**config.mk**
```make
export PLATFORM = sky130hd
export DESIGN_NAME = ofi_framer
export DESIGN_NICKNAME = d
export VERILOG_FILES = /design/src/rtl/ofi_pkg.sv /design/src/rtl/ofi_framer.sv
export VERILOG_INCLUDE_DIRS = /design/src /design/src/rtl
export SDC_FILE = /design/constraint.sdc
export NUM_CORES = 2
export LEC_CHECK = 0
export BUFFER_PORTS_ARGS = -buffer_cell sky130_fd_sc_hd__buf_4
export CAP_MARGIN = 20
export CORE_AREA = 2 2 336 338
export DETAILED_ROUTE_END_ITERATION = 8
export DIE_AREA = 0 0 338 340
export GPL_ROUTABILITY_DRIVEN = 1
export PLACE_DENSITY = 0.5
export SYNTH_ARGS = -nofsm -noshare
export SYNTH_HDL_FRONTEND = slang
export SYNTH_SLANG_ARGS = --single-unit
```
**constraint.sdc**
```tcl
create_clock -name clk -period 6.77 [get_ports clk]
set_input_delay 0.3385 -clock clk [delete_from_list [all_inputs] [get_ports clk]]
set_output_delay 0.3385 -clock clk [all_outputs]
set_load 0.03 [all_outputs]
```
**src/rtl/ofi_map.svh**
```systemverilog
// ofi_map.svh: offsets, field positions, codes and timing counts for the
// connection-request and identification framer.
// assumes: included by the package and the framer; definitions only.
`ifndef OFI_MAP_SVH
`define OFI_MAP_SVH

`define OFI_FRAME_BYTES 32
`define OFI_AFT_IDENTIFY 4'h0
`define OFI_AFT_OPEN 4'h1
`define OFI_PROTO_SMP 2'h0
`define OFI_PROTO_SSP 2'h1
`define OFI_PROTO_STP 2'h2
`define OFI_PROTO_RSVD 2'h3
`define OFI_RATE_1G5 4'h0
`define OFI_RATE_3G0 4'h1
`define OFI_TAG_NONE 16'hffff
`define OFI_BYTE_TYPE 0
`define OFI_BYTE_RATE 1
`define OFI_BYTE_TAG 2
`define OFI_BYTE_WAIT 10
`define OFI_BYTE_DEST 12
`define OFI_BYTE_SRC 20
`define OFI_BYTE_ID_PHY 1
`define OFI_BYTE_ID_RATE 2
`define OFI_BYTE_ID_CAPS 3
`define OFI_BIT_INIT 7
`define OFI_BIT_SCALE 7
`define OFI_WAIT_MAX 15'h7fff
`define OFI_US_PER_MS 1000
`define OFI_CLK_MHZ 125
`define OFI_US_DIV_DEFAULT 125
`define OFI_ID_TIMEOUT_US 1000
`define OFI_ID_RETRIES 1
`define OFI_NUM_PHYS 4

`endif

```
**src/rtl/ofi_pkg.sv**
```systemverilog
// ofi_pkg.sv: types shared by the framer and its surroundings.
// assumes: ofi_map.svh sits on the include path.
`include "ofi_map.svh"

package ofi_pkg;

  typedef logic [63:0] ofi_name_t;

  // fields of a connection request, as built or as decoded
  typedef struct packed {
    logic initiator;
    logic [1:0] protocol;
    logic [3:0] linkRate;
    logic [15:0] connTag;
    logic scale;
    logic [14:0] waitTime;
    ofi_name_t destName;
    ofi_name_t srcName;
  } ofi_open_s;

  // fields of an identification frame that the exchange needs
  typedef struct packed {
    logic [7:0] phyId;
    logic [3:0] maxRate;
    logic [7:0] caps;
    ofi_name_t devName;
  } ofi_ident_s;

  typedef enum logic [2:0] {
    OFI_TX_IDLE = 3'b000,
    OFI_TX_SOAF = 3'b001,
    OFI_TX_DATA = 3'b010,
    OFI_TX_EOAF = 3'b011
  } ofi_tx_e;

  typedef enum logic [1:0] {
    OFI_ID_OFF = 2'b00,
    OFI_ID_WAIT = 2'b01,
    OFI_ID_DONE = 2'b10,
    OFI_ID_FAIL = 2'b11
  } ofi_id_e;

endpackage

```
**src/rtl/ofi_framer.sv**
```systemverilog
// ofi_framer.sv: builds and parses connection-request and identification
// address frames, runs the identification exchange, groups phys into ports.
// assumes: CRC, scrambling and primitive coding sit outside; the link layer
// marks start/end of a received frame and reports the CRC result at its end.
`timescale 1ns/10ps
`include "ofi_map.svh"

module ofi_framer #(
  parameter int US_DIV = `OFI_US_DIV_DEFAULT,
  parameter int ID_TIMEOUT_US = `OFI_ID_TIMEOUT_US,
  parameter int PHY_INDEX = 0
) (
  // clock and reset
  input wire logic clk,
  input wire logic reset,
  // local identity and roles
  input wire ofi_pkg::ofi_ident_s localIdent,
  input wire logic roleInitiator,
  input wire logic roleTarget,
  // phy and connection state
  input wire logic phyResetDone,
  input wire logic connOpen,
  // connection request from port control
  input wire logic openReq,
  input wire ofi_pkg::ofi_open_s openFields,
  input wire logic tagNeeded,
  input wire logic [15:0] tagForTarget,
  input wire logic tagFromInitiator,
  input wire logic [15:0] tagLastRcvd,
  output logic openBusy,
  output logic openSent,
  // transmit byte stream to the link layer
  output logic txSoaf,
  output logic txEoaf,
  output logic txValid,
  output logic [7:0] txByte,
  input wire logic txReady,
  // receive byte stream from the link layer
  input wire logic rxSoaf,
  input wire logic rxValid,
  input wire logic [7:0] rxByte,
  input wire logic rxEoaf,
  input wire logic rxCrcOk,
  // decoded results
  output logic rxIdentValid,
  output ofi_pkg::ofi_ident_s rxIdent,
  output logic rxOpenValid,
  output ofi_pkg::ofi_open_s rxOpen,
  output logic rejectProtocol,
  output logic [15:0] rxTagLatest,
  output logic connAsInitiator,
  // identification status and grouping
  input wire ofi_pkg::ofi_name_t [`OFI_NUM_PHYS-1:0] peerNames,
  input wire logic [`OFI_NUM_PHYS-1:0] peerNamesValid,
  output logic identDone,
  output logic phyResetRestart,
  output logic [`OFI_NUM_PHYS-1:0] samePortMask
);

  localparam int US_DIV_CNT = (US_DIV < 1) ? 1 : US_DIV;

  // ****************************************************************
  // state
  // ****************************************************************
  typedef struct packed {
    ofi_pkg::ofi_tx_e txState;
    logic [4:0] txIdx;
    logic [255:0] txBuf;
    logic txIsOpen;
    logic openPend;
    logic identPend;
    logic openSent;
    ofi_pkg::ofi_id_e idState;
    logic [9:0] idUs;
    logic [1:0] idRetry;
    logic restart;
    logic gotIdent;
    logic [7:0] divCnt;
    logic usTick;
    logic waitActive;
    logic waitScale;
    logic [14:0] waitCnt;
    logic [9:0] waitUs;
    logic rxActive;
    logic rxOver;
    logic [5:0] rxIdx;
    logic [255:0] rxBuf;
    logic identValid;
    ofi_pkg::ofi_ident_s ident;
    logic openValid;
    ofi_pkg::ofi_open_s openDec;
    logic reject;
    logic [15:0] tagLatest;
    logic asInit;
    logic phyDoneD;
  } ofi_state_s;

  ofi_state_s st_r;
  ofi_state_s st_nxt;

  // byte n of a frame buffer, byte 0 in the top bits
  function automatic logic [7:0] frameByte(input logic [255:0] buf_, input int n);
    frameByte = buf_[255 - 8 * n -: 8];
  endfunction

  function automatic logic [63:0] frameName(input logic [255:0] buf_, input int n);
    frameName = buf_[255 - 8 * n -: 64];
  endfunction

  // ****************************************************************
  // frame images
  // ****************************************************************
  logic [255:0] openImage;
  logic [255:0] identImage;
  logic [15:0] tagOut;

  always_comb begin
    if (tagFromInitiator) begin
      tagOut = tagLastRcvd;
    end else if (!tagNeeded) begin
      tagOut = `OFI_TAG_NONE;
    end else begin
      tagOut = tagForTarget;
    end
    openImage = '0;
    openImage[255 -: 8] = {openFields.initiator, 1'b0, openFields.protocol,
                           `OFI_AFT_OPEN};
    openImage[247 -: 8] = {4'h0, openFields.linkRate};
    openImage[239 -: 16] = tagOut;
    openImage[255 - 8 * `OFI_BYTE_WAIT -: 16] = {st_r.waitScale, st_r.waitCnt};
    openImage[255 - 8 * `OFI_BYTE_DEST -: 64] = openFields.destName;
    openImage[255 - 8 * `OFI_BYTE_SRC -: 64] = localIdent.devName;
    identImage = '0;
    identImage[255 -: 8] = {4'h0, `OFI_AFT_IDENTIFY};
    identImage[247 -: 8] = localIdent.phyId;
    identImage[239 -: 8] = {4'h0, localIdent.maxRate};
    identImage[231 -: 8] = localIdent.caps;
    identImage[255 - 8 * `OFI_BYTE_SRC -: 64] = localIdent.devName;
  end

  // ****************************************************************
  // next state
  // ****************************************************************
  always_comb begin
    logic rxDone;
    logic [7:0] b0;
    logic peerInit;
    logic identSet;
    rxDone = 1'b0;
    identSet = 1'b0;
    b0 = 8'h00;
    peerInit = 1'b0;
    st_nxt = st_r;
    st_nxt.openSent = 1'b0;
    st_nxt.identValid = 1'b0;
    st_nxt.openValid = 1'b0;
    st_nxt.reject = 1'b0;
    st_nxt.restart = 1'b0;
    st_nxt.phyDoneD = phyResetDone;

    // microsecond tick from the divider
    st_nxt.usTick = 1'b0;
    if (st_r.divCnt >= 8'(US_DIV_CNT - 1)) begin
      st_nxt.divCnt = 8'h00;
      st_nxt.usTick = 1'b1;
    end else begin
      st_nxt.divCnt = st_r.divCnt + 8'h01;
    end

    // arbitration wait time, saturating
    if (openReq && !st_r.openPend && !st_r.waitActive) begin
      st_nxt.waitActive = 1'b1;
      st_nxt.waitScale = 1'b0;
      st_nxt.waitCnt = '0;
      st_nxt.waitUs = '0;
    end else if (st_r.waitActive && st_r.usTick) begin
      if (!st_r.waitScale) begin
        if (st_r.waitCnt == `OFI_WAIT_MAX) begin
          st_nxt.waitScale = 1'b1;
          st_nxt.waitCnt = '0;
          st_nxt.waitUs = '0;
        end else begin
          st_nxt.waitCnt = st_r.waitCnt + 15'h0001;
        end
      end else if (st_r.waitUs == 10'(`OFI_US_PER_MS - 1)) begin
        st_nxt.waitUs = '0;
        if (st_r.waitCnt != `OFI_WAIT_MAX) begin
          st_nxt.waitCnt = st_r.waitCnt + 15'h0001;
        end
      end else begin
        st_nxt.waitUs = st_r.waitUs + 10'h001;
      end
    end

    // receive parser
    if (rxSoaf) begin
      st_nxt.rxActive = 1'b1;
      st_nxt.rxOver = 1'b0;
      st_nxt.rxIdx = '0;
    end else if (st_r.rxActive && rxValid) begin
      if (st_r.rxIdx < 6'(`OFI_FRAME_BYTES)) begin
        st_nxt.rxBuf[255 - 8 * st_r.rxIdx -: 8] = rxByte;
        st_nxt.rxIdx = st_r.rxIdx + 6'h01;
      end else begin
        st_nxt.rxOver = 1'b1;
      end
    end
    if (st_r.rxActive && rxEoaf) begin
      st_nxt.rxActive = 1'b0;
      rxDone = rxCrcOk && !st_r.rxOver && st_r.rxIdx == 6'(`OFI_FRAME_BYTES);
    end
    b0 = frameByte(st_r.rxBuf, `OFI_BYTE_TYPE);
    if (rxDone && b0[3:0] == `OFI_AFT_IDENTIFY) begin
      st_nxt.identValid = 1'b1;
      st_nxt.ident.phyId = frameByte(st_r.rxBuf, `OFI_BYTE_ID_PHY);
      st_nxt.ident.maxRate = st_r.rxBuf[251 - 8 * `OFI_BYTE_ID_RATE -: 4];
      st_nxt.ident.caps = frameByte(st_r.rxBuf, `OFI_BYTE_ID_CAPS);
      st_nxt.ident.devName = frameName(st_r.rxBuf, `OFI_BYTE_SRC);
      st_nxt.gotIdent = 1'b1;
      if (st_r.gotIdent) begin
        identSet = 1'b1;
      end
    end else if (rxDone && b0[3:0] == `OFI_AFT_OPEN && !connOpen) begin
      peerInit = b0[`OFI_BIT_INIT];
      st_nxt.openDec.initiator = peerInit;
      st_nxt.openDec.protocol = b0[5:4];
      st_nxt.openDec.linkRate = st_r.rxBuf[251 - 8 * `OFI_BYTE_RATE -: 4];
      st_nxt.openDec.connTag = {frameByte(st_r.rxBuf, `OFI_BYTE_TAG),
                                frameByte(st_r.rxBuf, `OFI_BYTE_TAG + 1)};
      st_nxt.openDec.scale = st_r.rxBuf[248 - 8 * `OFI_BYTE_WAIT + `OFI_BIT_SCALE];
      st_nxt.openDec.waitTime = st_r.rxBuf[254 - 8 * `OFI_BYTE_WAIT -: 15];
      st_nxt.openDec.destName = frameName(st_r.rxBuf, `OFI_BYTE_DEST);
      st_nxt.openDec.srcName = frameName(st_r.rxBuf, `OFI_BYTE_SRC);
      st_nxt.openValid = 1'b1;
      // tag kept as received, no cross
      if (peerInit) begin
        st_nxt.tagLatest = st_nxt.openDec.connTag;
      end
      st_nxt.reject = (peerInit && !roleTarget) || (!peerInit && !roleInitiator);
      if (!st_nxt.reject) begin
        st_nxt.asInit = !peerInit;
      end
    end

    // identification exchange
    if (!phyResetDone) begin
      st_nxt.idState = ofi_pkg::OFI_ID_OFF;
      st_nxt.gotIdent = 1'b0;
    end else begin
      unique case (st_r.idState)
        ofi_pkg::OFI_ID_OFF: begin
          if (!st_r.phyDoneD) begin
            st_nxt.idState = ofi_pkg::OFI_ID_WAIT;
            identSet = 1'b1;
            st_nxt.idUs = '0;
            st_nxt.idRetry = '0;
          end
        end
        ofi_pkg::OFI_ID_WAIT: begin
          if (st_nxt.identValid) begin
            st_nxt.idState = ofi_pkg::OFI_ID_DONE;
          end else if (st_r.usTick) begin
            if (st_r.idUs == 10'(ID_TIMEOUT_US - 1)) begin
              st_nxt.idUs = '0;
              if (st_r.idRetry == 2'(`OFI_ID_RETRIES)) begin
                st_nxt.idState = ofi_pkg::OFI_ID_FAIL;
                st_nxt.restart = 1'b1;
              end else begin
                st_nxt.idRetry = st_r.idRetry + 2'h1;
                identSet = 1'b1;
              end
            end else begin
              st_nxt.idUs = st_r.idUs + 10'h001;
            end
          end
        end
        ofi_pkg::OFI_ID_DONE: begin
        end
        ofi_pkg::OFI_ID_FAIL: begin
          if (st_nxt.identValid) begin
            st_nxt.idState = ofi_pkg::OFI_ID_DONE;
          end
        end
      endcase
    end

    // transmitter; identification takes precedence, none while connected
    unique case (st_r.txState)
      ofi_pkg::OFI_TX_IDLE: begin
        if (!connOpen && st_r.identPend) begin
          st_nxt.identPend = 1'b0;
          st_nxt.txBuf = identImage;
          st_nxt.txIsOpen = 1'b0;
          st_nxt.txState = ofi_pkg::OFI_TX_SOAF;
        end else if (!connOpen && st_r.openPend && st_r.idState == ofi_pkg::OFI_ID_DONE) begin
          st_nxt.txBuf = openImage;
          st_nxt.txIsOpen = 1'b1;
          st_nxt.asInit = openFields.initiator;
          st_nxt.txState = ofi_pkg::OFI_TX_SOAF;
        end
      end
      ofi_pkg::OFI_TX_SOAF: begin
        if (txReady) begin
          st_nxt.txIdx = '0;
          st_nxt.txState = ofi_pkg::OFI_TX_DATA;
        end
      end
      ofi_pkg::OFI_TX_DATA: begin
        if (txReady) begin
          st_nxt.txBuf = {st_r.txBuf[247:0], 8'h00};
          st_nxt.txIdx = st_r.txIdx + 5'h01;
          if (st_r.txIdx == 5'(`OFI_FRAME_BYTES - 1)) begin
            st_nxt.txState = ofi_pkg::OFI_TX_EOAF;
          end
        end
      end
      ofi_pkg::OFI_TX_EOAF: begin
        if (txReady) begin
          st_nxt.txState = ofi_pkg::OFI_TX_IDLE;
          if (st_r.txIsOpen) begin
            st_nxt.openPend = 1'b0;
            st_nxt.openSent = 1'b1;
            st_nxt.waitActive = 1'b0;
          end
        end
      end
      default: begin
        st_nxt.txState = ofi_pkg::OFI_TX_IDLE;
      end
    endcase

    // a new request wins over the clear of the one being taken
    if (identSet) begin
      st_nxt.identPend = 1'b1;
    end
    if (openReq) begin
      st_nxt.openPend = 1'b1;
    end
  end

  always_ff @(posedge clk) begin
    if (reset) begin
      st_r <= '0;
    end else begin
      st_r <= st_nxt;
    end
  end

  // ****************************************************************
  // outputs and port grouping
  // ****************************************************************
  always_comb begin
    for (int i = 0; i < `OFI_NUM_PHYS; i++) begin
      samePortMask[i] = (i == PHY_INDEX) ||
                        (st_r.idState == ofi_pkg::OFI_ID_DONE && peerNamesValid[i] &&
                         peerNames[i] == st_r.ident.devName);
    end
  end

  assign txSoaf = st_r.txState == ofi_pkg::OFI_TX_SOAF;
  assign txEoaf = st_r.txState == ofi_pkg::OFI_TX_EOAF;
  assign txValid = st_r.txState == ofi_pkg::OFI_TX_DATA;
  assign txByte = st_r.txBuf[255:248];
  assign openBusy = st_r.openPend;
  assign openSent = st_r.openSent;
  assign rxIdentValid = st_r.identValid;
  assign rxIdent = st_r.ident;
  assign rxOpenValid = st_r.openValid;
  assign rxOpen = st_r.openDec;
  assign rejectProtocol = st_r.reject;
  assign rxTagLatest = st_r.tagLatest;
  assign connAsInitiator = st_r.asInit;
  assign identDone = st_r.idState == ofi_pkg::OFI_ID_DONE;
  assign phyResetRestart = st_r.restart;

endmodule

```
==> qor.yml <==
synthXorXnorAreaFrac: 0.0598
critPathLaunchType: "register"
ios: 855
max_freq_mhz: 261
drc: 0
path_class: "reg -> out"
htreeDepth: 3
p_seq_frac: 0.425
postCtsSetupBuffers: 0
clk_pin_slew_ns: 0.06
switching_share: 0.293
antenna_left: 0
place_ws_ns: 3.41
num-nets-final: 4772
core_um2: 112000
maxCapViolCount: 0
cts_buffers: 85
synth_compound_area_frac: 0.129
ys_ff_latch: 742
vias_per_cell: 4.82
vias: 27800
die_area_um2: 115000
grt_pass1_vias: 26500
leakagePower_nw: 15.4
grt_max_degree: 189
ys.flop_type: "dfxtp_1"
cts_resized: 0
synthCells: 3813
status: "complete, no violations"
dr.pass1.iters: 5
cp.arrival_ns: 3.49
p_per_area_nw_per_um2: 288
switchingPower_mw: 3.43
grt-ovfl-total: 0
power.share.clock: 0.401
clock_sinks: 742
avgSynthCellArea_um2: 8.49
final_cell_mix: "742 x dfxtp_1, 719 x buf_4, 639 x nand2_1"
cp_data_required_time_ns: 6.43
layout_setup_ws_ns: 2.95
cts_tree: "done"
async_flop_share: 0
maxSlewViolCount: 0
setup-tns-final_ns: 0
area_delta_synth_final_pct: 25.6
synth_mux_area_frac: 0.0621
yosysSeqAreaShare: 0.459
io_buffers: 692
antenna_found_initial: 7
skew_ns: 0.0408
drive_gt1_frac: 0.207
routabilityCongestion: 0.876
synth-edff-count: 0
finalHoldViolCount: 0
hpwlAfterDp_mm: 88.0
synth_fa_ha_area_frac: 0.00541
wire_per_inst_um: 22.4
worst-path-max-fanout: 5
synth.distinct_cells: 67
drt-initial-drc-count: 1872
hold_ws_ns: 0.0447
die_w_um: 338
yosysWarnings: 0
relSlewSlack: 0.248
root_buffer: "clkbuf_16"
clock_latency_ns: 0.67
worst_setup_path_end_kind: "primary output"
intPower_mw: 8.28
syn-cell-area_um2: 32400
fin_crit_ns: 3.82
synth_top_family_by_area: "simple AND/OR/NAND/NOR gates"
final_common_cell: "dfxtp_1"
fillers: 11600
peakVddDrop_uv: 251
clockBufferDepth: 3
start_util: 0.290
tightestPinTransition_ns: 1.13
power_frac_comb: 0.174
die_h_um: 340
grt_usage: 0.215
rsz0062_at_grt: "no"
grt_pass1_wl_mm: 182
period_share: 0.565
synthSimpleGateAreaFrac: 0.186
synth_nets: 4392
rows: 123
totalWireLength_mm: 129
setup_viol: 0
hold_class: "in -> reg"
==> through the flow <==
step                      instance area, um2  power, mW  utilization  instances
after floorplan                        32400       6.39            -       3813
after global placement                 36700       7.03        0.329       5493
after detailed placement               36700       7.06        0.329       5494
after CTS                              40600       11.9        0.364       5756
after global routing                   40700       12.3        0.364       5759
final                                  40700       11.7        0.364       5759
==> critical path, cell delays in order, from the launching register on <==
cell and delay, ns:
dfxtp_1 0.86, xnor2_1 0.19, nand4_1 0.36, nor4_1 0.37, nand3_1 0.13, nor4_1 0.46, buf_4 0.27, buf_4 0.18
==> sequential cells by signal, indices dropped and copies added (netlist names) <==
signal / cells
connAsInitiator: 1
rxIdent: 84
rxTagLatest: 16
openBusy: 1
openSent: 1
rxOpen: 167
rejectProtocol: 1
openImage: 16
rxIdentValid: 1
txByte: 8
rxOpenValid: 1
phyResetRestart: 1
st_r: 444
==> power groups by stage <==
stage          sequential (mW)  combinational [mW]  clock, mW
4_1_cts                   4.97                2.05       4.83
5_1_grt                   5.01                2.28       5.02
2_1_floorplan             4.99                1.40          0
6_report                  4.97                2.04       4.70
3_5_place_dp              5.06                2.00          0
3_3_place_gp              5.06                1.98          0
==> cells in the mapped netlist (all sizes together), types with 3 or more instances <==
cell type / instances / share of area
dfxtp: 742 / 0.46
nand2: 639 / 0.074
nor2: 421 / 0.050
a21oi: 361 / 0.056
buf: 320 / 0.071
clkbuf: 222 / 0.026
mux2i: 201 / 0.062
xnor2: 134 / 0.036
nor3: 103 / 0.016
xor2: 87 / 0.024
a221oi: 86 / 0.023
nand3: 75 / 0.012
a211oi: 64 / 0.015
a22oi: 56 / 0.013
nand4: 45 / 0.0087
o21ai: 39 / 0.0060
nor4: 31 / 0.0065
o211ai: 18 / 0.0042
inv: 15 / 0.0017
nor2b: 15 / 0.0029
o22ai: 15 / 0.0029
ha: 14 / 0.0054
and2: 12 / 0.0023
and3: 11 / 0.0021
or3: 10 / 0.0019
or4: 9 / 0.0021
a31oi: 6 / 0.0012
nand2b: 6 / 0.0012
and4: 4 / 0.0011
nor3b: 4 / 0.00093
nor4b: 4 / 0.0015
o31ai: 4 / 0.00093
or2: 4 / 0.00077
a2111oi: 3 / 0.0010
a21o: 3 / 0.00070
a311oi: 3 / 0.00081
a32oi: 3 / 0.00081
o221ai: 3 / 0.00081
==> what timing repair did <==
action	CTS	global route
setup endpoints to repair	0	0
hold buffers	111	0
hold endpoints to repair	114	0
==> path summary, 6_finish.rpt <==
| check | end | cells after the start | slack (ns) | from |
|---|---|---|---|---|
| worst max register to register | st_r[728] | 6 | 3.39 | st_r[586] |
| worst max-delay path | samePortMask[2] | 7 | 2.95 | rxIdent[56] |
| worst min-delay path | st_r[681] | 3 | 0.04 | localIdent[57] |
| worst min register to register | rxOpen[130] | 2 | 0.42 | st_r[434] |
==> logic make-up after synthesis <==
family | count (synthesis)
AOI/OAI and AO/OA | 674
xor gates and xnor gates | 221
adders and majority gates | 14
buffers and inverters | 557
DFF | 742
muxes | 201
other | 2
and+or+nand+nor | 1402
==> cell type report <==
| class | instances | area, um2 | area share |
|---|---|---|---|
| Antenna cell | 2 | 5.00 | 0.000123 |
| Inverter | 15 | 56.3 | 0.00138 |
| Clock inverter | 25 | 352 | 0.00865 |
| Multi-Input combinational cell | 2514 | 14400 | 0.355 |
| Timing Repair Buffer | 835 | 6600 | 0.162 |
| Sequential cell | 742 | 14900 | 0.365 |
| Clock buffer | 126 | 2500 | 0.0615 |
| Tap cell | 1500 | 1880 | 0.0462 |
==> layer usage <==
layer  share of wire  routed length, um  vias up  global-route usage
met3           0.080              10300      234              0.0643
met2            0.47              60800      868               0.356
li1                -                  -    13500                   -
met4           0.054               6950       10               0.114
met1            0.39              50800    13200               0.249
met5         0.00054                 70        -                   0
No activity file was read; power rests on OpenSTA's default activity.
